## config.mk

```make
export PLATFORM = sky130hd
export DESIGN_NAME = frs_top
export DESIGN_NICKNAME = d
export VERILOG_FILES = /design/src/core/frs_pkg.sv /design/src/core/frs_hiccup_timer.sv /design/src/core/frs_top.sv
export VERILOG_INCLUDE_DIRS = /design/src /design/src/core
export SDC_FILE = /design/constraint.sdc
export NUM_CORES = 1
export LEC_CHECK = 0
export BUFFER_PORTS_ARGS = -buffer_cell sky130_fd_sc_hd__buf_2
export CORE_MARGIN = 4
export CORE_UTILIZATION = 54
export CTS_BUF_LIST = sky130_fd_sc_hd__clkbuf_4 sky130_fd_sc_hd__clkbuf_8 sky130_fd_sc_hd__clkbuf_16
export DETAILED_ROUTE_END_ITERATION = 6
export MAX_ROUTING_LAYER = met4
export PLACE_DENSITY = 0.8
export SLEW_MARGIN = 5
export SYNTH_ARGS = -nofsm -noshare
export SYNTH_HDL_FRONTEND = slang
export SYNTH_HIERARCHICAL = 1
export SYNTH_SLANG_ARGS = --single-unit
```

## constraint.sdc

```tcl
create_clock -name clk -period 3.4 [get_ports clk]
set_input_delay 0 -clock clk [delete_from_list [all_inputs] [get_ports clk]]
set_output_delay 0 -clock clk [all_outputs]
set_load 0.02 [all_outputs]
```

## src/core/frs_regs.svh

```systemverilog
`ifndef FRS_REGS_SVH
`define FRS_REGS_SVH

// register indexes; the byte address on the bus is four times the index
`define FRS_IDX_GLOBAL_CTRL   8'hB0
`define FRS_IDX_FLYBACK_CTRL  8'hB4
`define FRS_IDX_OC2_CTRL      8'hB6
`define FRS_IDX_CHAN_DISABLE  8'hBC
`define FRS_IDX_CURRENT_STS   8'hD5
`define FRS_IDX_FLYBACK_STS   8'hD8
`define FRS_IDX_CHAN_STS      8'hDA
`define FRS_IDX_IRQ_STATUS    8'hE0
`define FRS_IDX_IRQ_MASK      8'hE1

// field positions
`define FRS_BIT_INDIV_EN      7
`define FRS_BIT_SHORT_FLAG    7
`define FRS_POS_OC2_RESP      6
`define FRS_BIT_PHASE_FAULT   5
`define FRS_BIT_OC2_STS       1
`define FRS_BIT_SHORT_STS     4
`define FRS_IRQ_SHORT         0
`define FRS_IRQ_OC2           1
`define FRS_IRQ_PHASE         2

// reset values
`define FRS_RST_GLOBAL_CTRL   8'h00
`define FRS_RST_FLYBACK_CTRL  8'h00
`define FRS_RST_OC2_CTRL      8'h00
`define FRS_RST_CHAN_DISABLE  8'h00
`define FRS_RST_IRQ_MASK      8'h00

// timing
`define FRS_CLK_HZ            10000000
`define FRS_HICCUP_MS         500

`endif

```

## src/core/frs_pkg.sv

```systemverilog
package frs_pkg;

	// response chosen for a fault
	typedef enum logic [1:0] {
		FRS_RESP_FLAG,
		FRS_RESP_HICCUP,
		FRS_RESP_LATCH
	} frs_resp_t;

	// switching stop requests to the power stages
	typedef struct packed {
		logic flyback;
		logic channel;
	} frs_stop_t;

	// response controller states for the channel switching
	typedef enum logic [1:0] {
		FRS_RUN,
		FRS_HOLD,
		FRS_DELAY,
		FRS_LATCHED
	} frs_state_t;

endpackage

```

## src/core/frs_hiccup_timer.sv

```systemverilog
// counts the restart delay; cleared whenever it is not running
module frs_hiccup_timer #(
	parameter int unsigned CYCLES = 5000000
) (
	input  wire logic clk,
	input  wire logic rst,
	input  wire logic run,
	output logic      done
);

	localparam int unsigned CW = $clog2(CYCLES + 1);

	logic [CW-1:0] count_reg;

	// restart from zero whenever run drops, so a returning fault restarts the wait
	always_ff @(posedge clk) begin
		if (rst || !run) begin
			count_reg <= '0;
			done      <= 1'b0;
		end else if (!done) begin
			count_reg <= count_reg + CW'(1);
			done      <= (count_reg == CW'(CYCLES - 1));
		end
	end

endmodule

```

## src/core/frs_top.sv

```systemverilog
// The APB interface to the registers is this design's own decision.
`include "frs_regs.svh"

// Behaviour
// - individual enable 0 takes responses from mode pins; 1 uses control bits.
// - short with control bit 0 flags, alerts, fails system, stops everything.
// - short with control bit 1 flags and alerts only, system fail released.
// - overcurrent-2 code 00 flags and alerts, switching continues.
// - every overcurrent-2 event records the detecting channels in a status field.
// - code 01 stops channels, restarts 500 ms after the condition clears.
// - code 10 stops channels and keeps them stopped after clearing.
// - code 11 behaves as code 00, flag only.
// - overcurrent-2 control register is one byte, read/write, resets to 00.
// - phase-removal bit 0 means disabling channels never raises a fault.
// - bit 1 and disabled channels over half of configured_phases triggers hiccup or latch-off.
module frs_top
	import frs_pkg::*;
#(
	parameter int unsigned CHANNELS      = 4,
	parameter int unsigned HICCUP_CYCLES =
		int'((64'd`FRS_HICCUP_MS * 64'd`FRS_CLK_HZ) / 64'd1000)
) (
	input  wire logic                clk,
	input  wire logic                rst,
	// apb slave
	input  wire logic                psel,
	input  wire logic                penable,
	input  wire logic                pwrite,
	input  wire logic [11:0]         paddr,
	input  wire logic [31:0]         pwdata,
	output logic      [31:0]         prdata,
	output logic                     pready,
	output logic                     pslverr,
	// device side
	input  wire logic                device_enable,
	input  wire logic                channel_enable,
	input  wire logic [1:0]          mode_pin_resp,
	input  wire logic [2:0]          configured_phases,
	input  wire logic                fet_short_detect,
	input  wire logic [CHANNELS-1:0] second_level_overcurrent,
	output logic                     status_alert_n,
	output logic                     system_fail_n,
	output frs_stop_t                stop_req,
	output logic                     irq
);

	// maps a two-bit response code; code 11 falls back to flagging only
	function automatic frs_resp_t decode_resp(input logic [1:0] code);
		unique case (code)
			2'h1:    decode_resp = FRS_RESP_HICCUP;
			2'h2:    decode_resp = FRS_RESP_LATCH;
			default: decode_resp = FRS_RESP_FLAG;
		endcase
	endfunction

	// counts set bits of a channel vector
	function automatic logic [3:0] count_ones(input logic [CHANNELS-1:0] v);
		count_ones = 4'h0;
		for (int i = 0; i < CHANNELS; i++) begin
			count_ones = count_ones + {3'h0, v[i]};
		end
	endfunction

	logic [7:0]          global_ctrl_reg;
	logic [7:0]          flyback_ctrl_reg;
	logic [7:0]          oc2_ctrl_reg;
	logic [CHANNELS-1:0] chan_disable_reg;
	logic                short_sts_reg;
	logic                oc2_sts_reg;
	logic [CHANNELS-1:0] chan_sts_reg;
	logic [2:0]          irq_status_reg;
	logic [2:0]          irq_mask_reg;
	logic                short_latch_reg;
	logic                short_seen_reg;
	frs_state_t          state_reg;
	frs_state_t          state_next;

	logic       wr_done;
	logic       rd_start;
	logic [7:0] acc_idx;
	logic       acc_aligned;
	logic       indiv_en;
	logic       short_fails;
	frs_resp_t  oc2_resp;
	logic       oc2_any;
	logic       phase_fault;
	logic       current_fault;
	logic       short_event;
	logic       hiccup_done;
	logic       chan_recover;
	logic [2:0] irq_hit;

	// bus decode: one wait state, the write lands on the completing edge
	assign acc_idx     = paddr[9:2];
	assign acc_aligned = (paddr[1:0] == 2'h0) && (paddr[11:10] == 2'h0);
	assign rd_start    = psel && penable && !pready;
	assign wr_done     = psel && penable && pready && pwrite && !pslverr;

	// response selection
	assign indiv_en    = global_ctrl_reg[`FRS_BIT_INDIV_EN];
	assign short_fails = indiv_en ? !flyback_ctrl_reg[`FRS_BIT_SHORT_FLAG]
	                              : (decode_resp(mode_pin_resp) != FRS_RESP_FLAG);
	assign oc2_resp    = indiv_en ? decode_resp(oc2_ctrl_reg[`FRS_POS_OC2_RESP +: 2])
	                              : decode_resp(mode_pin_resp);

	// fault conditions; removed channels fault only when the option bit is on
	assign oc2_any     = |second_level_overcurrent;
	assign phase_fault = oc2_ctrl_reg[`FRS_BIT_PHASE_FAULT]
		&& ({count_ones(chan_disable_reg), 1'b0} > {1'b0, 1'b0, configured_phases});
	assign current_fault = oc2_any || phase_fault;
	assign short_event   = fet_short_detect && device_enable;

	// a latch-off ends when either enable input goes low
	assign chan_recover = !channel_enable || !device_enable;

	// events that raise interrupt status bits; first cycle of each fault only
	assign irq_hit[`FRS_IRQ_SHORT] = short_event && !short_seen_reg;
	assign irq_hit[`FRS_IRQ_OC2]   = oc2_any && !oc2_sts_reg;
	assign irq_hit[`FRS_IRQ_PHASE] = phase_fault && state_reg == FRS_RUN
		&& oc2_resp != FRS_RESP_FLAG;

	// control registers
	always_ff @(posedge clk) begin
		if (rst) begin
			global_ctrl_reg  <= `FRS_RST_GLOBAL_CTRL;
			flyback_ctrl_reg <= `FRS_RST_FLYBACK_CTRL;
			oc2_ctrl_reg     <= `FRS_RST_OC2_CTRL;
			chan_disable_reg <= CHANNELS'(`FRS_RST_CHAN_DISABLE);
			irq_mask_reg     <= 3'(`FRS_RST_IRQ_MASK);
		end else if (wr_done) begin
			unique case (acc_idx)
				`FRS_IDX_GLOBAL_CTRL:  global_ctrl_reg  <= pwdata[7:0];
				`FRS_IDX_FLYBACK_CTRL: flyback_ctrl_reg <= pwdata[7:0];
				`FRS_IDX_OC2_CTRL:     oc2_ctrl_reg     <= pwdata[7:0];
				`FRS_IDX_CHAN_DISABLE: chan_disable_reg <= pwdata[CHANNELS-1:0];
				`FRS_IDX_IRQ_MASK:     irq_mask_reg     <= pwdata[2:0];
				default: ;
			endcase
		end
	end

	// sticky fault status; set wins over a write-one clear in the same cycle
	always_ff @(posedge clk) begin
		if (rst) begin
			short_sts_reg <= 1'b0;
			oc2_sts_reg   <= 1'b0;
			chan_sts_reg  <= '0;
		end else begin
			if (short_event) begin
				short_sts_reg <= 1'b1;
			end else if (wr_done && acc_idx == `FRS_IDX_FLYBACK_STS
			             && pwdata[`FRS_BIT_SHORT_STS]) begin
				short_sts_reg <= 1'b0;
			end
			if (oc2_any) begin
				oc2_sts_reg <= 1'b1;
			end else if (wr_done && acc_idx == `FRS_IDX_CURRENT_STS
			             && pwdata[`FRS_BIT_OC2_STS]) begin
				oc2_sts_reg <= 1'b0;
			end
			for (int i = 0; i < CHANNELS; i++) begin
				if (second_level_overcurrent[i]) begin
					chan_sts_reg[i] <= 1'b1;
				end else if (wr_done && acc_idx == `FRS_IDX_CHAN_STS && pwdata[i]) begin
					chan_sts_reg[i] <= 1'b0;
				end
			end
		end
	end

	// interrupt status: raised as a fault starts; overcurrent only with its status clear, phase only in FRS_RUN with a stopping response
	always_ff @(posedge clk) begin
		if (rst) begin
			irq_status_reg <= 3'h0;
		end else begin
			// set wins over the write-one clear, as for the fault status
			for (int i = 0; i < 3; i++) begin
				if (irq_hit[i]) begin
					irq_status_reg[i] <= 1'b1;
				end else if (wr_done && acc_idx == `FRS_IDX_IRQ_STATUS && pwdata[i]) begin
					irq_status_reg[i] <= 1'b0;
				end
			end
		end
	end

	// short shutdown latch: only the device enable going low releases it
	always_ff @(posedge clk) begin
		if (rst) begin
			short_latch_reg <= 1'b0;
			short_seen_reg  <= 1'b0;
		end else if (!device_enable) begin
			short_latch_reg <= 1'b0;
			short_seen_reg  <= 1'b0;
		end else begin
			short_seen_reg <= fet_short_detect;
			if (fet_short_detect && short_fails) begin
				short_latch_reg <= 1'b1;
			end
		end
	end

	// channel response sequencing
	always_comb begin
		state_next = state_reg;
		unique case (state_reg)
			FRS_RUN: begin
				if (current_fault && oc2_resp == FRS_RESP_HICCUP) begin
					state_next = FRS_HOLD;
				end else if (current_fault && oc2_resp == FRS_RESP_LATCH) begin
					state_next = FRS_LATCHED;
				end
			end
			FRS_HOLD: begin
				if (!current_fault) begin
					state_next = FRS_DELAY;
				end
			end
			FRS_DELAY: begin
				if (current_fault) begin
					state_next = FRS_HOLD;
				end else if (hiccup_done) begin
					state_next = FRS_RUN;
				end
			end
			FRS_LATCHED: begin
				if (chan_recover) begin
					state_next = FRS_RUN;
				end
			end
		endcase
	end

	always_ff @(posedge clk) begin
		if (rst) begin
			state_reg <= FRS_RUN;
		end else begin
			state_reg <= state_next;
		end
	end

	// restart wait runs only while the fault is absent
	frs_hiccup_timer #(
		.CYCLES (HICCUP_CYCLES)
	) u_hiccup (
		.clk  (clk),
		.rst  (rst),
		.run  (state_reg == FRS_DELAY && !current_fault),
		.done (hiccup_done)
	);

	// pins and stop requests, all registered
	always_ff @(posedge clk) begin
		if (rst) begin
			status_alert_n   <= 1'b1;
			system_fail_n    <= 1'b1;
			stop_req         <= '0;
			irq              <= 1'b0;
		end else begin
			status_alert_n   <= !(short_sts_reg || oc2_sts_reg);
			system_fail_n    <= !short_latch_reg;
			stop_req.flyback <= short_latch_reg;
			stop_req.channel <= short_latch_reg || state_next != FRS_RUN;
			irq              <= |(irq_status_reg & irq_mask_reg);
		end
	end

	// apb answer: data and pready one cycle into the access phase
	always_ff @(posedge clk) begin
		if (rst) begin
			pready  <= 1'b0;
			pslverr <= 1'b0;
			prdata  <= 32'h0;
		end else if (rd_start) begin
			pready  <= 1'b1;
			pslverr <= 1'b0;
			prdata  <= 32'h0;
			if (!acc_aligned) begin
				pslverr <= 1'b1;
			end else begin
				unique case (acc_idx)
					`FRS_IDX_GLOBAL_CTRL:  prdata[7:0] <= global_ctrl_reg;
					`FRS_IDX_FLYBACK_CTRL: prdata[7:0] <= flyback_ctrl_reg;
					`FRS_IDX_OC2_CTRL:     prdata[7:0] <= oc2_ctrl_reg;
					`FRS_IDX_CHAN_DISABLE: prdata[CHANNELS-1:0] <= chan_disable_reg;
					`FRS_IDX_CURRENT_STS:  prdata[`FRS_BIT_OC2_STS] <= oc2_sts_reg;
					`FRS_IDX_FLYBACK_STS:  prdata[`FRS_BIT_SHORT_STS] <= short_sts_reg;
					`FRS_IDX_CHAN_STS:     prdata[CHANNELS-1:0] <= chan_sts_reg;
					`FRS_IDX_IRQ_STATUS:   prdata[2:0] <= irq_status_reg;
					`FRS_IDX_IRQ_MASK:     prdata[2:0] <= irq_mask_reg;
					default:               pslverr <= 1'b1;
				endcase
			end
		end else begin
			pready  <= 1'b0;
			pslverr <= 1'b0;
		end
	end

endmodule

```

# Yosys cells after proc, flatten, opt, wreduce, memory -nomap -nowiden
# Index checks and enable logic that the tools add are counted.
word_totals:
  reg_bits: 83
  inputBits: 61
  output_inout_bits: 39
  wordCells: 164
op_classes:
  addsub: 4
  n_lt_le_gt_ge: 1
  n_eq_ne: 19
  mux: 40
  bitwise: 3
  reduce_logical: 70
ops:
  columns: ["op", "count"]
  rows:
  - ["8-bit equality test, second input constant", 9]
  - ["1-bit logical AND", 29]
  - ["2-bit nonzero test", 12]
  - ["23-bit by 1-bit adder with 23-bit output, second input constant", 1]
  - ["23-bit equality test, second input constant", 1]
  - ["1-bit 2-to-1 mux", 23]
  - ["2-bit 2-to-1 mux", 7]
  - ["1-bit case mux with 7 select lines", 2]
  - ["1-bit zero test", 11]
  - ["2-bit equality test, second input constant", 5]
  - ["2-bit AND reduction", 5]
  - ["3-bit case mux with 3 select lines", 1]
  - ["9-bit OR reduction", 1]
  - ["2-bit by 1-bit equality test with 1-bit output, second input constant", 4]
  - ["8-bit 2-to-1 mux", 1]
  - ["1-bit case mux with 8 select lines", 1]
  - ["2-bit case mux with 2 select lines", 2]
  - ["2-bit case mux with 4 select lines", 1]
  - ["2-bit zero test", 3]
  - ["5-bit by 3-bit greater-than comparator with 1-bit output", 1]
  - ["1-bit logical OR", 5]
  - ["1-bit case mux with 5 select lines", 1]
  - ["3-bit by 1-bit adder with 4-bit output", 1]
  - ["1-bit case mux with 4 select lines", 1]
  - ["other kinds (7)", 9]

# Longest topological paths before layout
depth:
  ltp_word: 12
  depth_mapped: 12
  ltp_nobuf: 12

# Cells and area by module
# Netlist, hierarchy kept.
modules_own_cells:
  columns: ["mod", "n_inst", "cells_each", "area_each_um2", "seq_area_each_um2"]
  rows:
  - ["frs_top", 1, 342, 3012.9, 1181.1]
  - ["frs_hiccup_timer", 1, 129, 1139.8, 480.5]

# Worst setup path after synthesis
# OpenSTA, ideal clock, no wires.
synth_path:
  kind: "register to register"
  from: "reg chan_disable_reg[0]"
  to: "reg u_hiccup.count_reg[15]"
  setup_ns: 0.061
  t_arrival_ns: 2.928
  required_ns: 3.339
  setup_slack_ns: 0.412
  path_stages_with_launch: 13
  n_path_buf: 0
  period_less_slack_ns: 2.988
  path_cell_list: "dfxtp_1 fa_1 ha_1 ha_1 ha_1 a211o_1 a31oi_1 nand2_1 nor2_1 nor2b_1 nand2_1 a31oi_1 a41o_1"
synth_via:
  elab_chain_len: 10
synth_rtl:
  columns: ["item", "line_no", "rtl"]
  rows:
  - ["start: declaration", "frs_top.sv:67", "logic [CHANNELS-1:0] chan_disable_reg;"]
  - ["start signal: assignment", "frs_top.sv:128", "chan_disable_reg <= CHANNELS'(`FRS_RST_CHAN_DISABLE);"]
  - ["start signal: assignment", "frs_top.sv:135", "`FRS_IDX_CHAN_DISABLE: chan_disable_reg <= pwdata[CHANNELS-1:0];"]
  - ["1-bit by 1-bit adder with 2-bit output", "frs_top.sv:60", "count_ones = count_ones + {3'h0, v[i]};"]
  - ["2-bit by 1-bit adder with 3-bit output", "frs_top.sv:60", null]
  - ["3-bit by 1-bit adder with 4-bit output", "frs_top.sv:60", null]
  - ["5-bit by 3-bit greater-than comparator with 1-bit output", "frs_top.sv:109", "&& ({count_ones(chan_disable_reg), 1'b0} > {1'b0, 1'b0, configured_phases});"]
  - ["1-bit logical AND", "frs_top.sv:108", "assign phase_fault = oc2_ctrl_reg[`FRS_BIT_PHASE_FAULT]"]
  - ["1-bit logical OR", "frs_top.sv:110", "assign current_fault = oc2_any || phase_fault;"]
  - ["1-bit zero test", "frs_top.sv:248", ".run (state_reg == FRS_DELAY && !current_fault),"]
  - ["1-bit logical AND", "frs_top.sv:248", null]
  - ["1-bit zero test", "frs_hiccup_timer.sv:17", "if (rst || !run) begin"]
  - ["1-bit logical OR", "frs_hiccup_timer.sv:17", null]
  - ["end signal: assignment", "frs_hiccup_timer.sv:21", "count_reg <= count_reg + CW'(1);"]
  - ["end: declaration", "frs_hiccup_timer.sv:13", "logic [CW-1:0] count_reg;"]
# No other way between the ends.
# A chain may end at the register's enable or synchronous reset.

# Worst setup path in the final report
layout_path:
  from: "reg chan_disable_reg[0]"
  to: "reg u_hiccup.count_reg[22]"
# Same word-level chain as after synthesis.

==> results.cfg <==
[status]
outcome = completed

[global_route]
antenna_found_initial = 0
number_of_global_route_vias_before_repair = 3516
grt_pass1_wl_microns = 16280
maximum_number_of_pins_on_one_net_before_global_route_repair = 50
all_layer_global_routing_usage_pct = 23.38
grt.overflow.total = 0

[cts]
post-cts-setup-buffers = 0
number_of_buffers_added_by_the_clock_tree_synthesis_step = 9
cts_max_level = 3
post_cts.resized_instances = 0
clk_latency_ps = 350
cts.path.max_buffers = 2
tritoncts = done
cts.reportedPaths.clkPinSlew_ps = 90
cts.sinks = 83
post_cts_hold_buffer_count = 16
clk_root_buffer_cell = sky130_fd_sc_hd__clkbuf_8

[synthesis]
syn_area_per_cell_sq_um = 8.817
netlist.top_cell.by_area = sky130_fd_sc_hd__dfxtp_1
synthMostInstantiatedCell = sky130_fd_sc_hd__dfxtp_1
yosys_warnings = 6
synthTopCellsByArea = sky130_fd_sc_hd__dfxtp_1, sky130_fd_sc_hd__mux2i_1, sky130_fd_sc_hd__nor2_1
netlist_area_sq_um = 4153
synth_seq_cells = 83
ys_async_sr_fraction_pct = 0
postSynth.topFlopCell = sky130_fd_sc_hd__dfxtp_1
synth_sequential_area_ratio_pct = 40.01
synth_top_cells_by_count = sky130_fd_sc_hd__dfxtp_1, sky130_fd_sc_hd__nor2_1, sky130_fd_sc_hd__nand2_1
synth_cells = 471
yosysTopAreaCellShare_pct = 40.01
post_synth_num_cell_types = 65
synth_edf_count = 0

[timing]
setup_tns_ps = 0
layout_worst_path_cycle_share_pct = 92.31
clock_skew_after_layout_ps = 11.80
fmaxAchievable_mhz = 318.6
worst_slew_margin_rel_pct = 39.25
worst-slew-pin-transition_ps = 888.3
final-max-slew-violation-count = 0
finalHoldViolCount = 0
period_minus_slack_ps = 3139
unrepaired_setup_endpoints_after_global_routing = false
final-setup-viol-count = 0

[die]
placeableCoreArea_sq_um = 7370
die_width_microns = 95.70
floorplan.die.height_microns = 95.70
core_rows = 31
initial_utilization_pct = 56.35
die_area_sq_um = 9158
ios = 100

[power_and_ir_drop]
pwr_dens_nw_per_um2 = 380.5
static-leakage-power_nw = 1.851
max-vdd-ir-drop_mv = 0.2424
p_total_mw = 1.807

[worst_setup_path]
critical_path.startpoint_type = register
worstSetupEndpointType = register
crit_path_max_fanout = 7
crit_path_class = reg -> reg
crit_arrival_ps = 3430
timing.critical_path.required_ps = 3690

[layout]
largest_register_ffs = 23
final_nets = 606
finish.utilization_pct = 64.45
antenna_cells = 0
drive_gt1_share_pct = 16.79
synthToLayoutAreaGrowth_pct = 14.37

[job]
cap_violations = 0

[route]
post_drt_via_cell_ratio = 5.766
detail_route.iter0.violations = 318
ant_nets = 0
drtPass1Iterations = 5
vias = 3696
wl_per_cell_microns = 15.69
drcViolationCount = 0
postRouteWirelength_microns = 10060

[placement]
gp_congestion = 0.8844
dp.final_hpwl_microns = 7070
numPortBuffers = 51

[worst_hold_path]
timing.hold.worst.class = in -> reg
==> stage by stage <==
| step | setup slack [ps] | std cells | area, sq um | hold slack, ps |
|---|---|---|---|---|
| after floorplan | 411.7 | 494 | 4239 | 117.4 |
| after global placement | 372.5 | 609 | 4412 | 221.8 |
| after detailed placement | 272.0 | 609 | 4412 | 232.0 |
| after CTS | 251.4 | 641 | 4750 | 61.12 |
| after global routing | 18.02 | 641 | 4750 | 93.97 |
| final | 261.4 | 641 | 4750 | 71.72 |
==> where the power goes <==
group,switching (mW),total (mW),internal [mW]
sequential,0.0137,1.00,0.987
clock,0.361,0.645,0.284
combinational,0.103,0.161,0.0585
total,0.477,1.81,1.33
==> final timing paths <==
path	startpoint	to	slack [ps]	cells after the start
worst max-delay path	chan_disable_reg[0]	u_hiccup/count_reg[22]	260	13
worst min-delay path	channel_enable	state_reg[0]	70	5
worst max register to register	chan_disable_reg[0]	u_hiccup/count_reg[22]	260	13
worst min register to register	short_seen_reg	irq_status_reg[0]	440	1
==> critical path: stages, from the launching register on <==
cell                      delay (ps)
sky130_fd_sc_hd__dfxtp_1         350
sky130_fd_sc_hd__fa_1            490
sky130_fd_sc_hd__ha_1            190
sky130_fd_sc_hd__ha_1            270
sky130_fd_sc_hd__ha_1            300
sky130_fd_sc_hd__a211o_1         330
sky130_fd_sc_hd__a31oi_1         310
sky130_fd_sc_hd__nand2_1          90
sky130_fd_sc_hd__nor2_1          120
sky130_fd_sc_hd__nor2b_1         140
sky130_fd_sc_hd__buf_4           160
sky130_fd_sc_hd__nand2_1          50
sky130_fd_sc_hd__a31oi_1         160
sky130_fd_sc_hd__a41o_1          120
==> layout by cell type (no fill, tap or decap), types with 10 or more instances in the layout <==
| cell type | synthesis | routed |
|---|---|---|
| sky130_fd_sc_hd__a21oi_1 | 26 | 26 |
| sky130_fd_sc_hd__buf_2 | 3 | 51 |
| sky130_fd_sc_hd__conb_1 | 1 | 24 |
| sky130_fd_sc_hd__dfxtp_1 | 83 | 83 |
| sky130_fd_sc_hd__dlygate4sd3_1 | 0 | 16 |
| sky130_fd_sc_hd__inv_1 | 13 | 13 |
| sky130_fd_sc_hd__mux2i_1 | 33 | 33 |
| sky130_fd_sc_hd__nand2_1 | 34 | 34 |
| sky130_fd_sc_hd__nand3_1 | 15 | 15 |
| sky130_fd_sc_hd__nor2_1 | 64 | 64 |
| sky130_fd_sc_hd__nor3_1 | 11 | 11 |
| sky130_fd_sc_hd__o21ai_0 | 15 | 15 |
| sky130_fd_sc_hd__xnor2_1 | 10 | 10 |
==> metal layers <==
metal	vias to the layer above	share of wire, %	global-route usage, %
met1	1748	43	29.56
met2	150	48	37.52
met5	-	0	-
li1	1777	-	-
met4	0	1.8	6.872
met3	21	7.3	5.317
==> cell families (layout without fill, tap and decap cells) <==
| group | Yosys count | count (layout) | synth area share (%) |
|---|---|---|---|
| XOR/XNOR | 12 | 12 | 2.531 |
| other | 1 | 24 | 0.09030 |
| buffers and inverters | 57 | 105 | 7.773 |
| AND/OR/NAND/NOR | 193 | 193 | 25.46 |
| adder cells (fa/ha/maj) | 8 | 8 | 2.591 |
| AO/OA/AOI/OAI | 83 | 83 | 13.32 |
| multiplexers | 34 | 34 | 8.225 |
| flip-flops | 83 | 83 | 40.01 |
==> final cells by class <==
cell class                      instances  area (sq um)
Fill cell                             628          2620
Multi-Input combinational cell        354          2255
Sequential cell                        83          1662
Timing Repair Buffer                   76         483.0
Clock buffer                           11         138.9
Tap cell                               99         123.9
Inverter                               13         48.80
Clock inverter                          5         38.79
Note: power is estimated with default switching activity, not from simulation.
